==> config.mk <==
export PLATFORM = sky130hd
export DESIGN_NAME = sphp_port
export DESIGN_NICKNAME = d
export VERILOG_FILES = /design/src/pkg/sphp_pkg.sv /design/src/logic/sphp_fifo.sv /design/src/logic/sphp_port.sv
export VERILOG_INCLUDE_DIRS = /design/src /design/src/pkg
export SDC_FILE = /design/constraint.sdc
export NUM_CORES = 1
export LEC_CHECK = 0
export ABC_AREA = 1
export BUFFER_PORTS_ARGS = -buffer_cell sky130_fd_sc_hd__buf_4
export CAP_MARGIN = 20
export CORE_ASPECT_RATIO = 2
export CORE_MARGIN = 1
export CORE_UTILIZATION = 40
export DETAILED_ROUTE_END_ITERATION = 10
export RECOVER_POWER = 50
export SYNTH_ARGS = -nofsm -noshare
export SYNTH_HDL_FRONTEND = slang
export SYNTH_HIERARCHICAL = 1
export SYNTH_SLANG_ARGS = --single-unit
==> constraint.sdc <==
create_clock -name clk_sys_i -period 2.3 [get_ports clk_sys_i]
set_input_delay 0.345 -clock clk_sys_i [delete_from_list [all_inputs] [get_ports clk_sys_i]]
set_output_delay 0.345 -clock clk_sys_i [all_outputs]
set_load 0.05 [all_outputs]
==> src/pkg/sphp_defines.svh <==
// constants for the strobed parallel handshake port
`ifndef SPHP_DEFINES_SVH
`define SPHP_DEFINES_SVH
`define SPHP_DATA_W 8
`define SPHP_FIFO_DEPTH 8
`define SPHP_MODE_W 2
`define SPHP_MODE_OFF 2'h0
`define SPHP_MODE_ONE 2'h1
`define SPHP_MODE_TWO 2'h2
`define SPHP_SRC_COUNT 5
`define SPHP_SRC_DIO 3
`endif

==> src/pkg/sphp_pkg.sv <==
// types for the strobed parallel handshake port
package sphp_pkg;
	typedef struct packed {
		logic enable;
		logic [1:0] mode;
		logic out_dir;
		logic ie_in;
		logic ie_out;
	} sphp_cfg_t;
	typedef enum logic [2:0] {
		SPHP_OUT_IDLE = 3'h1,
		SPHP_OUT_FULL = 3'h2,
		SPHP_OUT_WAIT = 3'h4
	} sphp_out_state_t;
endpackage

==> src/logic/sphp_fifo.sv <==
// parameterised flip-flop fifo with valid and ready on both sides
`timescale 1ns/100ps
module sphp_fifo #(
	parameter int WIDTH = 8,
	parameter int DEPTH = 8
) (
	// clock and reset
	input wire logic clk_sys_i,
	input wire logic rst_i,
	// fill side
	input wire logic [WIDTH-1:0] in_data_i,
	input wire logic in_valid_i,
	output logic in_ready_o,
	// drain side
	output logic [WIDTH-1:0] out_data_o,
	output logic out_valid_o,
	input wire logic out_ready_i
);
	localparam int AW = $clog2(DEPTH);
	logic [WIDTH-1:0] mem_reg [DEPTH];
	logic [AW-1:0] wr_reg;
	logic [AW-1:0] rd_reg;
	logic [AW:0] cnt_reg;
	wire push = in_valid_i && in_ready_o;
	wire pop = out_valid_o && out_ready_i;
	wire [AW-1:0] wr_next = (wr_reg == AW'(DEPTH - 1)) ? '0 : wr_reg + 1'b1;
	wire [AW-1:0] rd_next = (rd_reg == AW'(DEPTH - 1)) ? '0 : rd_reg + 1'b1;
	assign in_ready_o = (cnt_reg != (AW + 1)'(DEPTH));
	assign out_valid_o = (cnt_reg != '0);
	assign out_data_o = mem_reg[rd_reg];
	always_ff @(posedge clk_sys_i) begin
		if (push)
			mem_reg[wr_reg] <= in_data_i;
	end
	always_ff @(posedge clk_sys_i or posedge rst_i) begin
		if (rst_i) begin
			wr_reg <= '0;
			rd_reg <= '0;
			cnt_reg <= '0;
		end else begin
			if (push)
				wr_reg <= wr_next;
			if (pop)
				rd_reg <= rd_next;
			if (push && !pop)
				cnt_reg <= cnt_reg + 1'b1;
			else if (pop && !push)
				cnt_reg <= cnt_reg - 1'b1;
		end
	end
endmodule

==> src/logic/sphp_port.sv <==
// strobed parallel handshake port with mode 1 and mode 2 transfers
`timescale 1ns/100ps
`include "sphp_defines.svh"
module sphp_port
	import sphp_pkg::*;
#(
	parameter int DATA_W = `SPHP_DATA_W,
	parameter int FIFO_DEPTH = `SPHP_FIFO_DEPTH,
	parameter int SRC_COUNT = `SPHP_SRC_COUNT
) (
	// clock and reset
	input wire logic clk_sys_i,
	input wire logic rst_i,
	// static configuration from the host interface
	input wire sphp_cfg_t cfg_i,
	// host byte access, strobes active low, same clock
	input wire logic host_read_n_i,
	input wire logic host_write_n_i,
	input wire logic [DATA_W-1:0] host_wdata_i,
	output logic [DATA_W-1:0] host_rdata_o,
	output logic host_wready_o,
	// external device pins
	input wire logic input_strobe_n_i,
	input wire logic ack_n_i,
	input wire logic [DATA_W-1:0] port_data_i,
	output logic [DATA_W-1:0] port_data_o,
	output logic port_data_oe_o,
	output logic input_buffer_full_o,
	output logic output_buffer_full_n_o,
	output logic service_request_o,
	// board interrupt sources
	input wire logic [SRC_COUNT-1:0] src_event_i,
	input wire logic [SRC_COUNT-1:0] src_enable_i,
	input wire logic [SRC_COUNT-1:0] src_clear_i,
	output logic [SRC_COUNT-1:0] src_pending_o,
	output logic board_irq_o
);
	// pin synchronisers
	logic [1:0] stb_sync_reg;
	logic [1:0] ack_sync_reg;
	logic [DATA_W-1:0] din_s1_reg;
	logic [DATA_W-1:0] din_s2_reg;
	logic stb_prev_reg;
	logic ack_prev_reg;
	// host strobe edge detection
	logic rd_prev_reg;
	logic wr_prev_reg;
	// input side
	logic [DATA_W-1:0] latch_reg;
	logic ibf_reg;
	// output side
	sphp_out_state_t out_state_reg;
	sphp_out_state_t out_state_next;
	logic [DATA_W-1:0] out_byte_reg;
	logic obf_n_reg;
	logic oe_reg;
	logic service_request_in_reg;
	logic service_request_out_reg;
	logic srq_reg;
	logic [SRC_COUNT-1:0] pend_reg;
	logic irq_reg;
	logic wready_reg;
	// fifo wires
	logic fifo_in_ready;
	logic [DATA_W-1:0] fifo_out_data;
	logic fifo_out_valid;

	wire mode_one = cfg_i.enable && (cfg_i.mode == `SPHP_MODE_ONE);
	wire mode_two = cfg_i.enable && (cfg_i.mode == `SPHP_MODE_TWO);
	wire in_active = (mode_one && !cfg_i.out_dir) || mode_two;
	wire out_active = (mode_one && cfg_i.out_dir) || mode_two;
	wire stb_low = !stb_sync_reg[1];
	wire stb_fall = stb_prev_reg && stb_low;
	// one falling-edge test shared by the acknowledge and host strobes
	function automatic logic fell_f(input logic prev, input logic now);
		return prev && !now;
	endfunction
	wire ack_fall = fell_f(ack_prev_reg, ack_sync_reg[1]);
	wire rd_fall = fell_f(rd_prev_reg, host_read_n_i);
	wire wr_fall = fell_f(wr_prev_reg, host_write_n_i);
	// a full latch refuses a second strobe until the host reads it
	wire capture = in_active && stb_fall && !ibf_reg;
	wire host_rd_latch = rd_fall && in_active;
	wire host_push = wr_fall && out_active;
	wire out_load = (out_state_reg == SPHP_OUT_IDLE) && fifo_out_valid;
	wire out_take = (out_state_reg == SPHP_OUT_FULL) && ack_fall;
	// in mode 2 the pins are driven only while acknowledge is low
	wire oe_next = (mode_one && cfg_i.out_dir) ? 1'b1 :
		(mode_two && !ack_sync_reg[1]);
	wire service_request_in_next = cfg_i.ie_in && in_active && ibf_reg && stb_sync_reg[1];
	wire service_request_out_next = cfg_i.ie_out && out_active
		&& (out_state_reg == SPHP_OUT_IDLE) && !fifo_out_valid;
	wire dio_event = (service_request_in_reg || service_request_out_reg) && !srq_reg;

	// output byte sequencing, one byte per acknowledge
	always_comb begin
		out_state_next = out_state_reg;
		case (out_state_reg)
			SPHP_OUT_IDLE: begin
				if (out_active && fifo_out_valid)
					out_state_next = SPHP_OUT_FULL;
			end
			SPHP_OUT_FULL: begin
				if (ack_fall)
					out_state_next = SPHP_OUT_WAIT;
			end
			SPHP_OUT_WAIT: begin
				if (ack_sync_reg[1])
					out_state_next = SPHP_OUT_IDLE;
			end
			default: out_state_next = SPHP_OUT_IDLE;
		endcase
	end

	// host writes queue here so bursts do not wait on the external device
	sphp_fifo #(
		.WIDTH(DATA_W),
		.DEPTH(FIFO_DEPTH)
	) u_out_fifo (
		.clk_sys_i(clk_sys_i),
		.rst_i(rst_i),
		.in_data_i(host_wdata_i),
		.in_valid_i(host_push),
		.in_ready_o(fifo_in_ready),
		.out_data_o(fifo_out_data),
		.out_valid_o(fifo_out_valid),
		.out_ready_i(out_load && out_active)
	);

	// two flip-flops on every pin before any logic looks at it
	always_ff @(posedge clk_sys_i or posedge rst_i) begin
		if (rst_i) begin
			stb_sync_reg <= 2'h3;
			ack_sync_reg <= 2'h3;
		end else begin
			stb_sync_reg <= {stb_sync_reg[0], input_strobe_n_i};
			ack_sync_reg <= {ack_sync_reg[0], ack_n_i};
		end
	end

	// data is synced bit by bit: the device must hold it around the strobe
	always_ff @(posedge clk_sys_i or posedge rst_i) begin
		if (rst_i) begin
			din_s1_reg <= '0;
			din_s2_reg <= '0;
		end else begin
			din_s1_reg <= port_data_i;
			din_s2_reg <= din_s1_reg;
		end
	end

	// history resets to the idle high level so no false edge follows reset
	always_ff @(posedge clk_sys_i or posedge rst_i) begin
		if (rst_i) begin
			stb_prev_reg <= 1'b1;
			ack_prev_reg <= 1'b1;
			rd_prev_reg <= 1'b1;
			wr_prev_reg <= 1'b1;
		end else begin
			stb_prev_reg <= stb_sync_reg[1];
			ack_prev_reg <= ack_sync_reg[1];
			rd_prev_reg <= host_read_n_i;
			wr_prev_reg <= host_write_n_i;
		end
	end

	// input latch
	always_ff @(posedge clk_sys_i or posedge rst_i) begin
		if (rst_i)
			latch_reg <= '0;
		else if (capture)
			latch_reg <= din_s2_reg;
	end

	// buffer full flag, dropped when the input side is switched off
	always_ff @(posedge clk_sys_i or posedge rst_i) begin
		if (rst_i)
			ibf_reg <= 1'b0;
		else if (capture)
			ibf_reg <= 1'b1;
		else if (host_rd_latch || !in_active)
			ibf_reg <= 1'b0;
	end

	// output handshake state
	always_ff @(posedge clk_sys_i or posedge rst_i) begin
		if (rst_i)
			out_state_reg <= SPHP_OUT_IDLE;
		else
			out_state_reg <= out_active ? out_state_next : SPHP_OUT_IDLE;
	end

	always_ff @(posedge clk_sys_i or posedge rst_i) begin
		if (rst_i)
			out_byte_reg <= '0;
		else if (out_load && out_active)
			out_byte_reg <= fifo_out_data;
	end

	// load and take sit in different states, so they never meet
	always_ff @(posedge clk_sys_i or posedge rst_i) begin
		if (rst_i)
			obf_n_reg <= 1'b1;
		else if (out_load && out_active)
			obf_n_reg <= 1'b0;
		else if (out_take || !out_active)
			obf_n_reg <= 1'b1;
	end

	always_ff @(posedge clk_sys_i or posedge rst_i) begin
		if (rst_i)
			oe_reg <= 1'b0;
		else
			oe_reg <= oe_next;
	end

	// service request
	always_ff @(posedge clk_sys_i or posedge rst_i) begin
		if (rst_i) begin
			service_request_in_reg <= 1'b0;
			service_request_out_reg <= 1'b0;
			srq_reg <= 1'b0;
		end else begin
			service_request_in_reg <= service_request_in_next && !host_rd_latch;
			service_request_out_reg <= service_request_out_next && !host_push;
			srq_reg <= service_request_in_reg || service_request_out_reg;
		end
	end

	// board sources: the port's own request joins at its fixed index
	wire [SRC_COUNT-1:0] src_set;
	generate
		for (genvar g = 0; g < SRC_COUNT; g++) begin : g_src
			assign src_set[g] = src_event_i[g]
				|| (g == `SPHP_SRC_DIO && dio_event);
		end
	endgenerate
	// a new event in the clear cycle survives the clear
	wire [SRC_COUNT-1:0] pend_next = src_set | (pend_reg & ~src_clear_i);

	always_ff @(posedge clk_sys_i or posedge rst_i) begin
		if (rst_i)
			pend_reg <= '0;
		else
			pend_reg <= pend_next;
	end

	always_ff @(posedge clk_sys_i or posedge rst_i) begin
		if (rst_i)
			irq_reg <= 1'b0;
		else
			irq_reg <= |(pend_reg & src_enable_i);
	end

	// read data holds until the next read of the latch
	always_ff @(posedge clk_sys_i or posedge rst_i) begin
		if (rst_i)
			host_rdata_o <= '0;
		else if (host_rd_latch)
			host_rdata_o <= latch_reg;
	end

	// ready lags the fifo by a cycle, the host must wait on it
	always_ff @(posedge clk_sys_i or posedge rst_i) begin
		if (rst_i)
			wready_reg <= 1'b0;
		else
			wready_reg <= fifo_in_ready && out_active;
	end

	assign input_buffer_full_o = ibf_reg;
	assign output_buffer_full_n_o = obf_n_reg;
	assign port_data_o = out_byte_reg;
	assign port_data_oe_o = oe_reg;
	assign service_request_o = srq_reg;
	assign src_pending_o = pend_reg;
	assign board_irq_o = irq_reg;
	assign host_wready_o = wready_reg;
endmodule

==> run summary <==
Port bufs: 69
Fin Setup TNS: 0 ns
Cell Area, Synth: 5595 um^2
DIE AREA: 14490 um^2
Number of top-level pins: 70
Seq pwr share: 39.5%
Crit Path Max Fanout: 4
Mean Syn Cell Area: 10.80 um^2
Tmin final: 2.185 ns
H-tree levels: 4
Synth area leaders: edfxtp_1, dfrtp_1, nand2_1
Core area: 13510 um^2
Crit-path slowest cell: dfstp_2
DR pass1 iterations: 4
CTS tree: yes
Post-Route WL: 11.73 mm
Comb pwr share: 27.4%
Syn Inst Count: 518
Die width: 85.63 um
Arr. time, crit path: 2.49 ns
Die Span Y: 169.3 um
Clock skew: 0.01621 ns
Top post-synthesis cells by count: nand2_1, dfrtp_1, edfxtp_1, nor2_1, inv_1
Initial antenna violation count: 0
Vias/cell: 4.939
Final hold violation count: 0
Largest net degree at the start of global routing: 65
Ant diodes: 0
Root buffer cell: clkbuf_16
Peak VDD IR: 0.5066 mV
Clock net sink count: 138
Fmax: 0.4576 GHz
Placed cell area: 6379 um^2
Ratio of cells with drive above 1 in the final layout: 24.09%
Hpwl dp: 8.291 mm
Critical Path RT: 2.60 ns
Reg clk slew, reported paths: 0.06 ns
Cell count of the worst reg-to-reg path: 15
Hold Crit Class: in -> reg
Area growth syn-to-layout: 24.44%
R2r setup slk: 0.11 ns
Switching power: 2.768 mW
Final Power: 8.031 mW
Least-Margin Pin Slew: 1.363 ns
Fin crit share: 95.02%
Max-slew violations: 0
R2r startpoint: out_state_reg[0]$_DFFE_PP1P_
Cell chain of the critical path: inv_1 -> nor2_2 -> nand2_2 -> nor2_4 -> nand2_4 -> clkinv_4 -> nand2_2 -> ha_2 -> inv_2 -> ha_1 -> or2_2 -> nand2_1 -> nand2_1 -> nand3_1 -> nand2_1
Final ANT Viol Nets: 0
Post-route cell area: 6963 um^2
Post-synthesis register bit count: 138
First-pass GRT wire length: 18.86 mm
Synthesized net count: 569
Internal power: 5.262 mW
WL per Instance: 14.85 um
GRT Util Overall: 17.37%
Max cap viols: 0
Fin cells: 790
Post-synthesis sequential area ratio: 67.67%
Final Wtd Congestion: 0.8053
Most frequent cell after synthesis: nand2_1
Main flop type after synthesis: edfxtp_1
Static leakage: 3.232 nW
Setup crit start: out_state_reg[0]$_DFFE_PP1P_
Number of flip-flops under the largest register name: 64
Crit path capture type: flip-flop
Setup violations, final: 0
Number of distinct library cells after synthesis: 32
Min Hold Slack: 0.03845 ns
Fill cell count: 1229
Nets: 673
# rows: 60
Clock share of power: 33.1%
Maximum buffer depth of the clock tree: 2
Post-synth top area share: 34.35%
Vias in the first global route: 3934
DRC viols: 0
Grt total ovfl: 0
Yosys warns: 6
Status: complete, no violations
Clock latency on the worst-skew pair: 0.42 ns
CP max stage delay: 0.54 ns
Critical path class: reg -> reg
Hold wc startpoint: input_strobe_n_i
DRT iter0 DRCs: 196
Startpoint Class: flip-flop
Power Density: 1153 nW/um^2
Initial Util: 41.41%
Switch share: 34.47%
Post-Place Cells: 752
CTS Buf Count: 17
Vias: 3902
Worst path most repeated cell: nand2_1
Synth async-reset ratio: 53.62%
Slew margin rel.: 9.129%
Area leader, netlist: edfxtp_1
Post-synth EDFFs: 64
Min-Delay Path Depth: 1
==> area by class of cell <==
cell class | instances | area (um^2) | share of cell area, %
Tap cell | 155 | 193.9 | 2.785
Clock inverter | 13 | 142.6 | 2.049
Timing Repair Buffer | 98 | 694.4 | 9.973
Inverter | 33 | 133.9 | 1.923
Sequential cell | 138 | 3786 | 54.38
Clock buffer | 19 | 442.9 | 6.361
Multi-Input combinational cell | 334 | 1569 | 22.53
==> final timing paths <==
kind,endpoint
worst max-delay path,u_out_fifo/cnt_reg[3]$_DFFE_PP0P_
max in group asynchronous,latch_reg[6]$_DFFE_PP0P_
worst min-delay path,stb_sync_reg[0]$_DFF_PP1_
worst max register to register,u_out_fifo/cnt_reg[3]$_DFFE_PP0P_
min in group asynchronous,u_out_fifo/wr_reg[1]$_DFFE_PP0P_
worst min register to register,din_s2_reg[6]$_DFF_PP0_
==> what timing repair did <==
| item | CTS | global route |
|---|---|---|
| buffers inserted | 0 | 5 |
| setup endpoints to repair | 0 | 1 |
| hold endpoints to repair | 11 | 0 |
| hold buffers | 1 | 0 |
| gates resized for setup | 0 | 3 |
==> critical path, delay by kind of cell (launching register included) <==
kind	cells	cell delay (ns)
and+or+nand+nor	10	0.95
adders and majority gates	2	0.41
buffers and inverters	3	0.17
DFF	1	0.54
==> placed cells by master (no fill, tap or decap), types with 2 or more instances in the layout <==
master / count
dfstp_1: 2
bufinv_16: 2
nand2_4: 5
clkinv_2: 3
dfstp_2: 8
inv_6: 3
clkbuf_1: 12
nand2_1: 187
inv_1: 25
clkinv_4: 6
ha_1: 6
xnor2_1: 2
nand3_2: 2
nor2_2: 2
o21ai_1: 22
nand3_1: 23
o21bai_1: 4
nor2_4: 3
nor2_1: 42
clkbuf_4: 10
clkbuf_16: 17
nand2_2: 6
dfrtp_1: 64
buf_4: 75
a21oi_1: 2
o21ai_0: 19
inv_2: 5
edfxtp_1: 64
==> power groups by stage <==
stage	Sequential, mW	Combinational [mW]	Clock, mW
global route	3.21	2.45	2.82
CTS	3.16	2.21	2.72
detailed placement	3.21	2.19	0
floorplan	3.49	1.31	0
finish	3.17	2.20	2.66
global placement	3.19	2.14	0
==> layer usage <==
layer / vias to the layer above / track usage (%) / part of all wire (%)
li1: 1895 / - / -
met4: 0 / 9.348 / 3.4
met1: 1877 / 16.99 / 37
met5: - / 0 / 0
met2: 96 / 32.73 / 56
met3: 34 / 4.183 / 3.7
==> through the flow <==
| stage | util (%) | setup WS (ns) |
|---|---|---|
| finish | 51.53 | 0.1146 |
| floorplan | - | 0.001307 |
| global route | 51.53 | -0.009987 |
| global placement | 47.20 | 0.05634 |
| detailed placement | 47.20 | 0.02313 |
| CTS | 51.61 | 0.03436 |
==> cells by family (layout without fill, tap and decap cells) <==
family	after synthesis	in the layout	share of synthesized area, %
xor gates and xnor gates	2	2	0.3131
buffers and inverters	46	163	4.517
AOI/OAI and AO/OA	49	49	4.674
adders and majority gates	8	8	1.923
and+or+nand+nor	275	275	20.91
DFF	138	138	67.67
Power figures use the tool's default switching activity.
